`src/rtl/mss_params.svh`:
```
`ifndef MSS_PARAMS_SVH
`define MSS_PARAMS_SVH

// ----------------------------------------------------------------------
// Bus geometry
// ----------------------------------------------------------------------
`define MSS_AW            12
`define MSS_DW            32
`define MSS_WW            24
`define MSS_PAD           8'h00

// ----------------------------------------------------------------------
// Register indices (byte address is four times the index)
// ----------------------------------------------------------------------
`define MSS_IDX_WORD0     8'h08
`define MSS_IDX_WORD1     8'h09
`define MSS_IDX_CTRL      8'h30

// ----------------------------------------------------------------------
// Reset values
// ----------------------------------------------------------------------
`define MSS_RESET_WORD    24'h000000
`define MSS_RESET_CTRL    1'h0
`define MSS_RESET_DATA    32'h00000000

// ----------------------------------------------------------------------
// Matrix geometry: rows and columns sampled by the polling sequencer
// ----------------------------------------------------------------------
`define MSS_ROW10         4'hA
`define MSS_ROW11         4'hB
`define MSS_ROW13         4'hD
`define MSS_ROW14         4'hE
`define MSS_ROW15         4'hF
`define MSS_COL_FIRST     4'h4
`define MSS_COL_LAST      4'h9
`define MSS_COLS          5'h06
`define MSS_ROW11_LSB     5'h06
`define MSS_ROW15_LSB     5'h06

// ----------------------------------------------------------------------
// Common-threshold field in the second word, control bit position
// ----------------------------------------------------------------------
`define MSS_COM_LSB       12
`define MSS_COM_MSB       23
`define MSS_COM_W         12
`define MSS_CTRL_FREEZE   0

`endif

```
`src/rtl/mss_pkg.sv`:
```
`default_nettype none

package mss_pkg;

    // ------------------------------------------------------------------
    // Types shared by the status bank and its storage
    // ------------------------------------------------------------------
    typedef logic [23:0] mss_word_type;      // One status word

    typedef enum logic [0:0] {
        MSS_ST_IDLE,                         // No transfer in flight
        MSS_ST_ACCESS                        // Access phase of a transfer
    } mss_apb_state_type;

endpackage

`default_nettype wire

```
`src/rtl/mss_stat_mem.sv`:
```
`timescale 1ns/1ps
`default_nettype none
`include "mss_params.svh"

module mss_stat_mem (
    input  wire logic                 pclk,
    input  wire logic                 presetn,
    input  wire mss_pkg::mss_word_type wr_mask0,
    input  wire mss_pkg::mss_word_type wr_mask1,
    input  wire mss_pkg::mss_word_type wr_data0,
    input  wire mss_pkg::mss_word_type wr_data1,
    input  wire logic                 rd_en,
    input  wire logic                 rd_sel,
    output mss_pkg::mss_word_type     rd_data_q,
    output mss_pkg::mss_word_type     word0_q,
    output mss_pkg::mss_word_type     word1_q
);

    // ------------------------------------------------------------------
    // Storage: each bit is replaced only where its mask is set
    // ------------------------------------------------------------------
    // First word, bits outside the mask hold their last value
    always_ff @(posedge pclk or negedge presetn) begin
        if (!presetn) begin
            word0_q <= `MSS_RESET_WORD;
        end else begin
            word0_q <= (word0_q & ~wr_mask0) | (wr_data0 & wr_mask0);
        end
    end

    // Second word, same merge
    always_ff @(posedge pclk or negedge presetn) begin
        if (!presetn) begin
            word1_q <= `MSS_RESET_WORD;
        end else begin
            word1_q <= (word1_q & ~wr_mask1) | (wr_data1 & wr_mask1);
        end
    end

    // ------------------------------------------------------------------
    // Registered read port
    // ------------------------------------------------------------------
    // Captured at the setup edge, so it reflects the word before any
    // update landing in that same cycle
    always_ff @(posedge pclk or negedge presetn) begin
        if (!presetn) begin
            rd_data_q <= `MSS_RESET_WORD;
        end else if (rd_en) begin
            rd_data_q <= rd_sel ? word1_q : word0_q;
        end
    end

endmodule

`default_nettype wire

```
`src/rtl/mss_status_regs.sv`:
```
// Notes on behaviour
// word0 bits 11:6 row 11, columns 9..4
// word0 bits 5:0 row 10, columns 9..4
// result bit 1 above, 0 below threshold
// word1 at index 9, read-only, resets zero
// word1 bits 23:12 common flags inputs 11..0
// word1 bits 11:6 row 15, 5:0 row 14
// rows 14, 15 filled by matrix polling
// word0 at index 8, read-only, rows 10-13
// status bits hold between polling updates
`timescale 1ns/1ps
`default_nettype none
`include "mss_params.svh"

module mss_status_regs (
    input  wire logic                    pclk,
    input  wire logic                    presetn,
    // APB slave
    input  wire logic                    psel,
    input  wire logic                    penable,
    input  wire logic                    pwrite,
    input  wire logic [`MSS_AW-1:0]      paddr,
    input  wire logic [`MSS_DW-1:0]      pwdata,
    output logic      [`MSS_DW-1:0]      prdata,
    output logic                         pready,
    output logic                         pslverr,
    // Matrix polling results, one sample per strobe
    input  wire logic                    matrix_valid,
    input  wire logic [3:0]              matrix_row,
    input  wire logic [3:0]              matrix_col,
    input  wire logic                    matrix_above,
    // Common-threshold comparison, all twelve inputs per strobe
    input  wire logic                    common_valid,
    input  wire logic [`MSS_COM_W-1:0]   common_flags
);

    // ------------------------------------------------------------------
    // Helper functions
    // ------------------------------------------------------------------
    // Byte address of a register index
    function automatic logic [`MSS_AW-1:0] mss_addr(input logic [7:0] idx);
        return {2'h0, idx, 2'h0};
    endfunction

    // True when row and column name a documented result bit
    function automatic logic mss_cell_ok(input logic [3:0] row,
                                         input logic [3:0] col);
        return (row >= `MSS_ROW10) && (row <= `MSS_ROW15) &&
               (col >= `MSS_COL_FIRST) && (col <= `MSS_COL_LAST);
    endfunction

    // Bit position of a cell inside its word: six columns per row,
    // column 4 in the low bit of each group
    function automatic logic [4:0] mss_bit_index(input logic [3:0] row,
                                                 input logic [3:0] col);
        logic [3:0] grp;
        logic [3:0] cof;
        grp = (row >= `MSS_ROW14) ? (row - `MSS_ROW14) : (row - `MSS_ROW10);
        cof = col - `MSS_COL_FIRST;
        return 5'({3'h0, grp[1:0]}) * `MSS_COLS + {1'b0, cof};
    endfunction

    // ------------------------------------------------------------------
    // Declarations
    // ------------------------------------------------------------------
    mss_pkg::mss_apb_state_type state_q;     // Transfer phase
    logic                  ctrl_freeze_q;    // Software hold of updates
    logic                  err_q;            // Error answer of this transfer
    logic                  stat_sel_q;       // Read served by storage
    logic [`MSS_DW-1:0]    prdata_q;         // Control read data
    logic                  setup;            // Setup cycle seen
    logic                  access;           // Access phase completes
    logic                  hit_w0;           // Address of first word
    logic                  hit_w1;           // Address of second word
    logic                  hit_ctrl;         // Address of control
    logic                  cell_ok;          // Sample names a real bit
    logic                  cell_hi;          // Sample goes to second word
    logic [4:0]            cell_idx;         // Bit position of sample
    mss_pkg::mss_word_type mask0;            // Update mask, first word
    mss_pkg::mss_word_type mask1;            // Update mask, second word
    mss_pkg::mss_word_type data0;            // Update data, first word
    mss_pkg::mss_word_type data1;            // Update data, second word
    mss_pkg::mss_word_type rd_word;          // Registered storage read
    mss_pkg::mss_word_type word0;            // Live first word
    mss_pkg::mss_word_type word1;            // Live second word

    // ------------------------------------------------------------------
    // Address decode and phase strobes
    // ------------------------------------------------------------------
    assign setup    = psel && !penable;
    // A stray access with no setup before it is never answered
    assign access   = psel && penable && (state_q == mss_pkg::MSS_ST_ACCESS);
    assign hit_w0   = (paddr == mss_addr(`MSS_IDX_WORD0));
    assign hit_w1   = (paddr == mss_addr(`MSS_IDX_WORD1));
    assign hit_ctrl = (paddr == mss_addr(`MSS_IDX_CTRL));

    // Zero wait states: the access phase always completes at once
    assign pready  = access;
    assign pslverr = access && err_q;
    // Status reads come from storage, control reads from prdata_q
    assign prdata  = stat_sel_q ? {`MSS_PAD, rd_word} : prdata_q;

    // ------------------------------------------------------------------
    // Transfer phase tracking
    // ------------------------------------------------------------------
    // Follows the master; a setup right after an access is legal
    always_ff @(posedge pclk or negedge presetn) begin
        if (!presetn) begin
            state_q <= mss_pkg::MSS_ST_IDLE;
        end else begin
            unique case (state_q)
                mss_pkg::MSS_ST_IDLE: begin
                    if (setup) begin
                        state_q <= mss_pkg::MSS_ST_ACCESS;
                    end
                end
                mss_pkg::MSS_ST_ACCESS: begin
                    // Back-to-back setup keeps us in step
                    if (!setup) begin
                        state_q <= mss_pkg::MSS_ST_IDLE;
                    end
                end
            endcase
        end
    end

    // ------------------------------------------------------------------
    // Answer prepared during the setup cycle
    // ------------------------------------------------------------------
    // Writes to the status words are refused, as are unmapped offsets
    always_ff @(posedge pclk or negedge presetn) begin
        if (!presetn) begin
            err_q      <= 1'b0;
            stat_sel_q <= 1'b0;
            prdata_q   <= `MSS_RESET_DATA;
        end else if (setup) begin
            // Status words are read-only
            err_q      <= !(hit_w0 || hit_w1 || hit_ctrl) ||
                          (pwrite && (hit_w0 || hit_w1));
            stat_sel_q <= !pwrite && (hit_w0 || hit_w1);
            // Unmapped and write cycles read as zero
            if (!pwrite && hit_ctrl) begin
                prdata_q <= {31'h00000000, ctrl_freeze_q};
            end else begin
                prdata_q <= `MSS_RESET_DATA;
            end
        end
    end

    // ------------------------------------------------------------------
    // Control register
    // ------------------------------------------------------------------
    // Freeze lets software read both words as one coherent snapshot;
    // the trade-off is that samples arriving while frozen are dropped
    always_ff @(posedge pclk or negedge presetn) begin
        if (!presetn) begin
            ctrl_freeze_q <= `MSS_RESET_CTRL;
        end else if (access && pwrite && hit_ctrl) begin
            ctrl_freeze_q <= pwdata[`MSS_CTRL_FREEZE];
        end
    end

    // ------------------------------------------------------------------
    // Update masks from the polling and comparator results
    // ------------------------------------------------------------------
    assign cell_ok  = matrix_valid && !ctrl_freeze_q &&
                      mss_cell_ok(matrix_row, matrix_col);
    assign cell_hi  = (matrix_row >= `MSS_ROW14);
    assign cell_idx = mss_bit_index(matrix_row, matrix_col);

    // Exactly the addressed bits change, everything else holds
    always_comb begin
        mask0 = `MSS_RESET_WORD;
        mask1 = `MSS_RESET_WORD;
        data0 = `MSS_RESET_WORD;
        data1 = `MSS_RESET_WORD;
        // Matrix cell: 1 above threshold, 0 below
        if (cell_ok && !cell_hi) begin
            mask0[cell_idx] = 1'b1;
            data0[cell_idx] = matrix_above;
        end
        if (cell_ok && cell_hi) begin
            mask1[cell_idx] = 1'b1;
            data1[cell_idx] = matrix_above;
        end
        // Common flags: 1 at or above the common threshold
        if (common_valid && !ctrl_freeze_q) begin
            mask1[`MSS_COM_MSB:`MSS_COM_LSB] = {`MSS_COM_W{1'b1}};
            data1[`MSS_COM_MSB:`MSS_COM_LSB] = common_flags;
        end
    end

    // ------------------------------------------------------------------
    // Status storage
    // ------------------------------------------------------------------
    // Bits without a strobe keep their last value between polls
    mss_stat_mem u_mem (
        .pclk      (pclk),
        .presetn   (presetn),
        .wr_mask0  (mask0),
        .wr_mask1  (mask1),
        .wr_data0  (data0),
        .wr_data1  (data1),
        .rd_en     (setup && !pwrite),
        .rd_sel    (hit_w1),
        .rd_data_q (rd_word),
        .word0_q   (word0),
        .word1_q   (word1)
    );
endmodule

`default_nettype wire

```
`config.mk`:
```
export PLATFORM = sky130hd
export DESIGN_NAME = mss_status_regs
export DESIGN_NICKNAME = d
export VERILOG_FILES = /design/src/rtl/mss_pkg.sv /design/src/rtl/mss_stat_mem.sv /design/src/rtl/mss_status_regs.sv
export VERILOG_INCLUDE_DIRS = /design/src /design/src/rtl
export SDC_FILE = /design/constraint.sdc
export NUM_CORES = 1
export LEC_CHECK = 0
export ABC_AREA = 1
export BUFFER_PORTS_ARGS = -buffer_cell sky130_fd_sc_hd__buf_2
export CORE_MARGIN = 10
export CORE_UTILIZATION = 35
export DETAILED_ROUTE_END_ITERATION = 16
export PLACE_DENSITY = 0.61
export SYNTH_ARGS = -nofsm -noshare
export SYNTH_HDL_FRONTEND = slang
export SYNTH_SLANG_ARGS = --single-unit
```
`constraint.sdc`:
```
create_clock -name pclk -period 2.3 [get_ports pclk]
set_clock_uncertainty 0.2 [all_clocks]
set_input_delay 0.23 -clock pclk [delete_from_list [all_inputs] [get_ports pclk]]
set_output_delay 0.23 -clock pclk [all_outputs]
set_load 0.05 [all_outputs]
```
Yosys cells after proc, flatten, opt, wreduce, memory -nomap -nowiden
Cells that the tools add are included.
{"block": "classes", "n_mux": 13, "n_addsub": 4, "n_reduce_logical": 27, "n_mul": 1, "eq_ne": 3, "order_cmp": 7, "bitwise": 9}
{"operator": "24-bit AND", "count": 5}
{"operator": "24-bit 2-to-1 mux", "count": 5}
{"operator": "24-bit inverter", "count": 2}
{"operator": "24-bit OR", "count": 2}
{"operator": "32-bit 2-to-1 mux", "count": 1}
{"operator": "12-bit by 6-bit equality test with 1-bit output (second input constant)", "count": 2}
{"operator": "12-bit 2-to-1 mux", "count": 2}
{"operator": "1-bit logical AND", "count": 19}
{"operator": "12-bit by 8-bit equality test with 1-bit output (second input constant)", "count": 1}
{"operator": "4-bit >= comparator (second input constant)", "count": 2}
{"operator": "4-bit <= comparator (second input constant)", "count": 2}
{"operator": "5-bit by 6-bit < comparator with 1-bit output (second input constant)", "count": 1}
{"operator": "5-bit by 4-bit adder with 5-bit output", "count": 1}
{"operator": "1-bit demux with 5-bit select", "count": 1}
{"operator": "5-bit by 1-bit >= comparator with 1-bit output (second input constant)", "count": 1}
{"operator": "1-bit zero test", "count": 5}
{"operator": "4-bit by 3-bit >= comparator with 1-bit output (second input constant)", "count": 1}
{"operator": "2-bit by 2-bit multiplier with 4-bit output (second input constant)", "count": 1}
{"operator": "2-bit subtractor (second input constant)", "count": 2}
{"operator": "4-bit by 3-bit subtractor with 4-bit output (second input constant)", "count": 1}
{"operator": "1-bit logical OR", "count": 3}
{"operator": "1-bit 2-to-1 mux", "count": 3}
{"operator": "2-bit 2-to-1 mux", "count": 1}
{"block": "totals", "input_bits": 72, "reg_bits": 108}

Longest topological paths before layout
Gate-level depths: netlist of the first run.
{"block": "logic_depth", "word_depth": 13, "depth_mapped": 14, "mapped_depth_nobuf": 13}

By module
From an unflattened synthesis of the first run, not the netlist that was laid out.
{"block": "hier_totals", "hier_cells": 665, "hier_area_um2": 4665.7}
{"module": "mss_stat_mem", "instances": 1, "cells_each": 348, "seq_area_each_um2": 1801.7, "area_each_um2": 3009.1}
{"module": "mss_status_regs", "instances": 1, "cells_each": 317, "seq_area_each_um2": 125.1, "area_each_um2": 1656.6}

Worst setup path before layout of the first run
OpenSTA, ideal clock, no wires.
{"block": "synth_timing", "path_kind": "in2reg", "from": "input matrix_row[1]", "to": "register (tool-made name)", "cell_stages": 10, "t_arrival_ps": 1942, "slack_ps": 41, "setup_time_ps": 117, "path_cell_list": "inv_1 ha_1 inv_1 fa_1 clkbuf_1 nand3_1 nor2_1 nand2_1 nand2_1 nand2_1"}
{"element": "start: declaration", "line": "mss_status_regs.sv:29", "rtl": "input wire logic [3:0] matrix_row,"}

==> metrics.md, run 1 <==
| Metric | Value |
|---|---|
| RSZ-0062 raised after global routing | `no` |
| Total negative setup slack | `0 ps` |
| Post-route antenna net violation count | `0` |
| Worst setup EP type | `register` |
| Crit path cell chain | `buf_2 > inv_1 > ha_1 > inv_1 > fa_1 > xnor2_4 > nand3_1 > nor2_1 > buf_4 > nand3_1 > nand2_1 > nand2_1` |
| Die width | `135.8 um` |
| Largest net degree at the start of global routing | `78` |
| Top cell type's share of synthesized area | `0.4109` |
| Placed cell count | `864` |
| CTS Root Cell | `clkbuf_16` |
| Met1 GRT Util | `0.1915` |
| Final std cells w/o fill | `884` |
| Post-Synthesis Cells | `626` |
| Synth Register Bits | `77` |
| Max Slew Vio Count | `0` |
| Setup bufs post-CTS | `0` |
| Max Fclk | `468.6 MHz` |
| Cell family with most CP delay | `adder cells` |
| Most frequent cells in the layout | `142 x nand2_1, 84 x nand3_1, 77 x dfrtp_1` |
| Yosys cell types | `33` |
| Setup ws final | `165.9 ps` |
| Crit Path Category | `in2reg` |
| P per Cell Area | `729.2 nW/um2` |
| CTS Sinks | `77` |
| Clock period minus worst slack | `2134 ps` |
| Row count | `42` |
| Setup violations, final | `0` |
| Starting Density | `0.3555` |
| Total GRT Usage | `0.1439` |
| DRC | `0` |
| R2R Path Start | `ctrl_freeze_q$_DFFE_PN0P_` |
| GP Congestion | `0.8359` |
| Wirelength per Cell | `14.81 um` |
| Setup crit start | `matrix_row[0]` |
| Die height | `135.8 um` |
| Worst-margin pin slew | `905.3 ps` |
| Clock buffer count from CTS | `9` |
| # Max-Cap Violations | `0` |
| Clk pin slew, worst setup/hold paths | `60 ps` |
| Core ar. | `13190 um2` |
| Sequential fraction of the synthesis area | `0.4109` |
| Share of total power in the clock network | `0.351` |
| Peak supply drop | `0.0004043 V` |
| Layout cells sized above 1 | `0.1963` |
| CTS tree | `done` |
| Status | `finished clean` |
| Number of antenna violations at the first check in global routing | `0` |
| Worst Min Path Start | `common_flags[7]` |
| Final hold violations | `0` |
| Die Footprint | `18430 um2` |
| Top Ports | `106` |
| Vias in the first global route | `4218` |
| Top post-synthesis cells by area | `dfrtp_1 41%, nand2_1 11%, nand3_1 9.0%` |
| Synthesized area | `4689 um2` |
| PortBufs | `66` |
| Crit path launch type | `input port` |
| Syn-to-layout area delta | `23.29%` |
| Slowest stage cell, crit path | `fa_1` |
| Vias/cell | `5.016` |
| Via count | `4434` |
| Synth area leader | `dfrtp_1` |
| Dpl cell area | `5415 um2` |
| Worst-Skew Late Latency | `330 ps` |
| Grt met2 use | `0.2203` |
| Worst Path Max Fanout | `6` |
| First-pass GRT wire length | `21710 um` |
| Diodes inserted | `0` |
| Total Wirelength | `13090 um` |
| Synthesized area per cell | `7.491 um2` |
| Final Cell Area | `5782 um2` |
| GR peak layer | `met2` |
| Dpl hpwl | `8886 um` |
| CTS H-tree lvls | `3` |
| Crit path buf inv count | `4` |
| P_int | `2841 uW` |
| # nets final | `785` |
| GR Util met3 | `0.03969` |
| Critical Path AT | `2160 ps` |
| Placement Setup Slack | `-204.3 ps` |
| Sw frac | `0.3262` |
| Detailed Route Iter0 Violations | `465` |
| Final period util | `0.9279` |
| DR pass1 iterations | `5` |
| Sequential share of power | `0.384` |
| Sw Pwr | `1375 uW` |
| Most common cell after layout, fill and taps aside | `nand2_1` |
| Comb power frac | `0.265` |
| Warnings from Yosys | `0` |
| Pwr Total | `4216 uW` |
| Hold Path Class | `in2reg` |
| Critical Path RT | `2320 ps` |
| Clk buf depth | `2` |
| Max-slew headroom | `0.3958` |
| GRT overflow | `0` |
| Leakage power | `0.002992 uW` |
| Worst path max stage delay | `480 ps` |
-- worst reg2reg max path, stage by stage, from the launching register on --
cell and delay, ps:
dfrtp_1 480, nor2_1 170, nand4_2 170, nor3_4 190
buf_12 250, nand3_1 150, nand2_1 80, nand2_1 40
-- metrics by stage --
| step | hold WS (ps) | utilization |
|---|---|---|
| floorplan | -265.6 | - |
| global placement | 101.3 | 0.4105 |
| detailed placement | 110.3 | 0.4105 |
| CTS | 1.443 | 0.4373 |
| global route | 39.14 | 0.4383 |
| finish | 9.344 | 0.4383 |
-- cells in the mapped netlist, drive strengths merged --
cell,n
a21oi,26
a2bb2oi,24
buf,31
clkbuf,17
clkinv,2
conb,1
dfrtp,77
fa,1
ha,9
inv,72
nand2,146
nand3,85
nand3b,2
nand4,44
nor2,76
nor3,4
o21ai,3
o21bai,3
o22ai,1
or3,1
xnor2,1
-- logic make-up after synthesis --
group,synth area share
buffers and inverters,0.1174
AND/OR/NAND/NOR,0.3573
other,0.0007997
AO/OA/AOI/OAI,0.08191
flip-flops,0.4109
XOR/XNOR,0.003469
adder cells (fa/ha/maj),0.02828
-- final timing paths --
path	slack, ps	cells past startpoint	endpoint
max in group asynchronous	1300	3	u_mem.rd_data_q[23]$_DFFE_PN0P_
min in group asynchronous	250	3	u_mem.rd_data_q[5]$_DFFE_PN0P_
hold reg to reg	270	2	register
setup reg to reg	470	7	register
setup / recovery	170	12	register
hold / removal	9	5	register
-- per-layer routing --
layer	wire [um]	up-vias
met5	0	-
met4	119	0
met3	911	8
met2	6065	116
met1	5997	2116
li1	-	2194
-- what timing repair did --
| action | CTS | global route |
|---|---|---|
| endpoints found under the hold margin | 79 | 0 |
| setup endpoints to repair | 0 | 2 |
| hold buffers | 4 | 0 |
| resized for setup | 0 | 2 |
-- area by class of cell --
class                           count  area, um2
Clock inverter                      3      42.54
Sequential cell                    77       1927
Tap cell                          176      220.2
Timing Repair Buffer              107      785.8
Multi-Input combinational cell    434       2258
Fill cell                        1338       7408
Clock buffer                       13      270.3
Inverter                           74      277.8
-- power by group through the flow --
stage / clock, uW / combinational [uW] / sequential, uW
floorplan: 0 / 766 / 1600
global placement: 0 / 1080 / 1640
detailed placement: 0 / 1110 / 1640
CTS: 1510 / 1120 / 1620
global route: 1560 / 1220 / 1640
finish: 1480 / 1120 / 1620
(Power assumes the default switching activity.)
==> inputs of run 2 (changes only) <==
--- a/config.mk
+++ b/config.mk
@@ -10,6 +10,7 @@
 export BUFFER_PORTS_ARGS = -buffer_cell sky130_fd_sc_hd__buf_2
 export CORE_MARGIN = 10
 export CORE_UTILIZATION = 35
+export CTS_BUF_LIST = sky130_fd_sc_hd__clkbuf_8
 export DETAILED_ROUTE_END_ITERATION = 16
 export PLACE_DENSITY = 0.61
 export SYNTH_ARGS = -nofsm -noshare
==> run 2 against run 1 <==
  * Sequential power hardly changed
  * Combinational power hardly changed
  * Worst hold slack better by 17 ps
  * First-iteration DRC count is 22% lower
  * Fmax is 1.1% higher
  * Non-clock buffer count is 6 higher
  * Design area is 0.76% lower
  * Largest cell class unchanged
==> metrics.md, run 2 (synthesized netlist as in run 1, its figures left out) <==
| Metric | Value |
|---|---|
| Status | `finished clean` |
| Most frequent cells in the layout | `142 x nand2_1, 84 x nand3_1, 77 x dfrtp_1` |
| Critical Path AT | `2140 ps` |
| Final period util | `0.9182` |
| Detailed Route Iter0 Violations | `362` |
| Setup ws final | `188.2 ps` |
| CTS H-tree lvls | `3` |
| R2R Path Start | `ctrl_freeze_q$_DFFE_PN0P_` |
| Die width | `135.8 um` |
| Largest net degree at the start of global routing | `78` |
| Hold Path Class | `in2reg` |
| Dpl hpwl | `8886 um` |
| Vias/cell | `5.008` |
| Post-route antenna net violation count | `0` |
| RSZ-0062 raised after global routing | `no` |
| Worst Min Path Start | `common_flags[9]` |
| Worst setup EP type | `register` |
| Setup violations, final | `0` |
| Crit Path Category | `in2reg` |
| Final std cells w/o fill | `890` |
| Clock period minus worst slack | `2112 ps` |
| Core ar. | `13190 um2` |
| Total Wirelength | `13160 um` |
| First-pass GRT wire length | `21750 um` |
| Row count | `42` |
| Met1 GRT Util | `0.1915` |
| Wirelength per Cell | `14.79 um` |
| CTS Root Cell | `clkbuf_8` |
| DRC | `0` |
| PortBufs | `66` |
| Setup crit start | `matrix_row[0]` |
| Placed cell count | `864` |
| Vias in the first global route | `4224` |
| GRT overflow | `0` |
| Worst-Skew Late Latency | `350 ps` |
| Peak supply drop | `0.0002802 V` |
| Worst Path Max Fanout | `6` |
| Worst-margin pin slew | `875.6 ps` |
| Syn-to-layout area delta | `22.36%` |
| Footprint of the multi-input gates | `2256 um2` |
| Placement Setup Slack | `-204.3 ps` |
| CTS tree | `done` |
| Starting Density | `0.3555` |
| # nets final | `791` |
| Max Fclk | `473.5 MHz` |
| Critical Path RT | `2330 ps` |
| # Max-Cap Violations | `0` |
| Max-slew headroom | `0.4156` |
| Grt met2 use | `0.2227` |
| GR peak layer | `met2` |
| Max Slew Vio Count | `0` |
| Leakage power | `0.002977 uW` |
| Clk buf depth | `2` |
| Number of antenna violations at the first check in global routing | `0` |
| Final-layout fill cell count | `1352` |
| GP Congestion | `0.8359` |
| Top Ports | `106` |
| Clk pin slew, worst setup/hold paths | `80 ps` |
| GR Util met3 | `0.03932` |
| Die height | `135.8 um` |
| Via count | `4457` |
| Total GRT Usage | `0.1438` |
| Diodes inserted | `0` |
| DR pass1 iterations | `5` |
| Final hold violations | `0` |
| Crit path launch type | `input port` |
| Most common cell after layout, fill and taps aside | `nand2_1` |
| Layout cells sized above 1 | `0.1933` |
| CTS Sinks | `77` |
| Die Footprint | `18430 um2` |
| P per Cell Area | `669.0 nW/um2` |
| Clock buffer count from CTS | `9` |
| Sequential cell area | `1927 um2` |
==> run 2: path summary, 6_finish.rpt <==
kind                            cells after the start  slack, ps                        endpoint
worst max-delay path                               12        190                        register
worst min-delay path                                5         30                        register
worst max register to register                      7        460                        register
worst min register to register                      2        270                        register
max in group asynchronous                           3       1320               state_q$_DFF_PN0_
min in group asynchronous                           3        230  u_mem.rd_data_q[5]$_DFFE_PN0P_
==> run 2: through the flow <==
stage / cell area [um2] / hold WS, ps / total power (uW) / utilization / setup TNS [ps]
2_1_floorplan: 4716 / -265.6 / 2366 / - / 0
3_3_place_gp: 5415 / 101.3 / 2721 / 0.4105 / -1777
3_5_place_dp: 5415 / 110.3 / 2746 / 0.4105 / -4444
4_1_cts: 5727 / 6.635 / 3855 / 0.4342 / 0
5_1_grt: 5738 / 24.67 / 4041 / 0.4350 / 0
6_report: 5738 / 26.77 / 3839 / 0.4350 / 0
==> run 2: layout make-up <==
cell class	count	area share
well taps	176	0.03838
clock buffers	12	0.02878
repair buffers	113	0.1474
flip-flops and latches	77	0.3358
clock inverters	4	0.008068
inverters	74	0.04841
multi-input cells	434	0.3932
==> run 2: worst max-delay path, cell delays in order <==
cell,delay (ps)
buf_2,90
inv_1,50
ha_1,270
inv_1,60
fa_1,480
xnor2_4,300
nand3_1,150
nor2_1,170
buf_4,170
nand3_1,60
nand2_1,60
nand2_1,50
==> run 2: layer usage <==
metal | share of wire | wire length, um
met1 | 0.46 | 6072
met2 | 0.46 | 6104
met3 | 0.067 | 881
met4 | 0.0076 | 100
met5 | 0 | 0
==> run 2: power by group <==
| part | leakage [uW] | switching, uW | internal [uW] | total, uW |
|---|---|---|---|---|
| clock | 0.000110 | 514 | 585 | 1100 |
| combinational | 0.00188 | 722 | 403 | 1120 |
| sequential | 0.000992 | 102 | 1510 | 1610 |
==> run 2: what timing repair did <==
item                                   CTS  global route
gates resized for setup                  0             1
endpoints found under the hold margin   86             0
hold buffers                            10             0
buffers inserted                         0             0
setup endpoints to repair                0             1
==> inputs of run 3 (changes only) <==
--- a/config.mk
+++ b/config.mk
@@ -12,6 +12,7 @@
 export CORE_UTILIZATION = 35
 export CTS_BUF_LIST = sky130_fd_sc_hd__clkbuf_8
 export DETAILED_ROUTE_END_ITERATION = 16
+export MAX_ROUTING_LAYER = met4
 export PLACE_DENSITY = 0.61
 export SYNTH_ARGS = -nofsm -noshare
 export SYNTH_HDL_FRONTEND = slang
==> run 3 against run 2 <==
  * Sequential share of layout area unchanged
  * Clock power about the same
  * Global-route usage up 0.37 points
  * Worst setup slack worse by 3.2 ps
  * Combinational power about the same
  * Design area unchanged
  * Wire length down 0.29%
  * Largest power group unchanged
  * Via count down 0.16%
  * Worst hold slack better by 2.6 ps
  * Utilization unchanged
  * Highest routed layer unchanged
  * Sequential cell count unchanged
==> metrics.md, run 3 (synthesized netlist as in run 1, its figures left out) <==
| Metric | Value |
|---|---|
| Status | `finished clean` |
| Leakage power | `0.002977 uW` |
| Setup bufs post-CTS | `0` |
| CTS tree | `done` |
| # Max-Cap Violations | `0` |
| # nets final | `791` |
| DRC | `0` |
| Hold_ws | `29.36 ps` |
| Clock buffer count from CTS | `9` |
| PortBufs | `66` |
| Flop-to-flop setup slack | `470 ps` |
| Clk buf depth | `2` |
| Final hold violations | `0` |
| Die height | `135.8 um` |
| Core ar. | `13190 um2` |
| Final period util | `0.9195` |
| Crit Path Category | `in2reg` |
| Final-layout fill cell count | `1352` |
| Vias/cell | `5.000` |
| Via count | `4450` |
| RSZ-0062 raised after global routing | `no` |
| Total GRT Usage | `0.1475` |
| Number of antenna violations at the first check in global routing | `0` |
| Post-route antenna net violation count | `0` |
| Die Footprint | `18430 um2` |
| Worst-Skew Late Latency | `350 ps` |
| Most common cell after layout, fill and taps aside | `nand2_1` |
| Detailed Route Iter0 Violations | `423` |
| CTS Root Cell | `clkbuf_8` |
| Setup violations, final | `0` |
| Total negative setup slack | `0 ps` |
| Top Ports | `106` |
| CTS H-tree lvls | `3` |
| Wirelength per Cell | `14.74 um` |
| Diodes inserted | `0` |
| Layout cells sized above 1 | `0.1933` |
| Total Wirelength | `13120 um` |
| Max Fclk | `472.8 MHz` |
| Final std cells w/o fill | `890` |
| Vias in the first global route | `4247` |
| First-pass GRT wire length | `21690 um` |
| Worst Path Max Fanout | `6` |
| DR pass1 iterations | `5` |
| Placed cell count | `864` |
| Die width | `135.8 um` |
| Critical Path AT | `2160 ps` |
| Max Slew Vio Count | `0` |
| Largest net degree at the start of global routing | `78` |
| Crit path launch type | `input port` |
| Critical Path RT | `2340 ps` |
| Worst setup EP type | `register` |
| Final core occ | `0.4350` |
| Starting Density | `0.3555` |
| Most frequent cells in the layout | `142 x nand2_1, 84 x nand3_1, 77 x dfrtp_1` |
| Worst-margin pin slew | `880.7 ps` |
| Clk pin slew, worst setup/hold paths | `80 ps` |
| Peak supply drop | `0.0002781 V` |
| Dpl hpwl | `8886 um` |
| CTS Sinks | `77` |
| GRT overflow | `0` |
| Clock period minus worst slack | `2115 ps` |
| Syn-to-layout area delta | `22.36%` |
| Row count | `42` |
| P per Cell Area | `668.0 nW/um2` |
| GP Congestion | `0.8488` |
| Max-slew headroom | `0.4123` |
| Hold Path Class | `in2reg` |
[run 3: cell counts in the layout (fill, tap and decap cells not counted)]
Identical to the previous run, type by type.
[run 3: cell type report]
type	instances	area, um2	share of cell area
clock buffers	12	165.2	0.02878
clock inverters	4	46.29	0.008068
inverters	74	277.8	0.04841
multi-input cells	434	2256	0.3932
flip-flops and latches	77	1927	0.3358
well taps	176	220.2	0.03838
repair buffers	113	845.8	0.1474
[run 3: repair_timing]
| item | CTS | global route |
|---|---|---|
| hold buffers | 10 | 0 |
| resized for setup | 0 | 1 |
| hold endpoints to repair | 86 | 0 |
| setup endpoints to repair | 0 | 1 |
[run 3: critical path: stages]
cell and delay (ps):
buf_2 90, inv_1 50, ha_1 270, inv_1 60
fa_1 480, xnor2_4 300, nand3_1 150, nor2_1 170
buf_4 170, nand3_1 80, nand2_1 70, nand2_1 40
[run 3: path summary, 6_finish.rpt]
check,from,end,cells past startpoint
setup / recovery,matrix_row[0],register,12
hold / removal,common_flags[9],register,5
setup reg to reg,ctrl_freeze_q$_DFFE_PN0P_,register,7
hold reg to reg,register,register,2
max in group asynchronous,presetn,u_mem.rd_data_q[23]$_DFFE_PN0P_,3
min in group asynchronous,presetn,u_mem.rd_data_q[5]$_DFFE_PN0P_,3
[run 3: per-stage QoR]
stage	area, um2	setup slack, ps	total power, uW
finish	5738	185.1	3833
global route	5738	9.017	4037
CTS	5727	173.4	3855
detailed placement	5415	-204.3	2746
global placement	5415	-156.1	2721
floorplan	4716	40.74	2366
[run 3: power breakdown]
group / total (uW) / internal [uW] / switching, uW / leakage, uW
Combinational: 1120 / 403 / 721 / 0.00188
Clock: 1090 / 585 / 509 / 0.000110
Sequential: 1610 / 1510 / 102 / 0.000992
Total: 3830 / 2500 / 1330 / 0.00298
[run 3: layer usage]
layer  GRT usage  part of all wire  vias to the layer above
met4     0.03888            0.0088                        0
met2      0.2233              0.46                      119
met1      0.1928              0.47                     2117
met3     0.03561             0.061                        9
li1            -                 -                     2205
met5           -                 0                        -
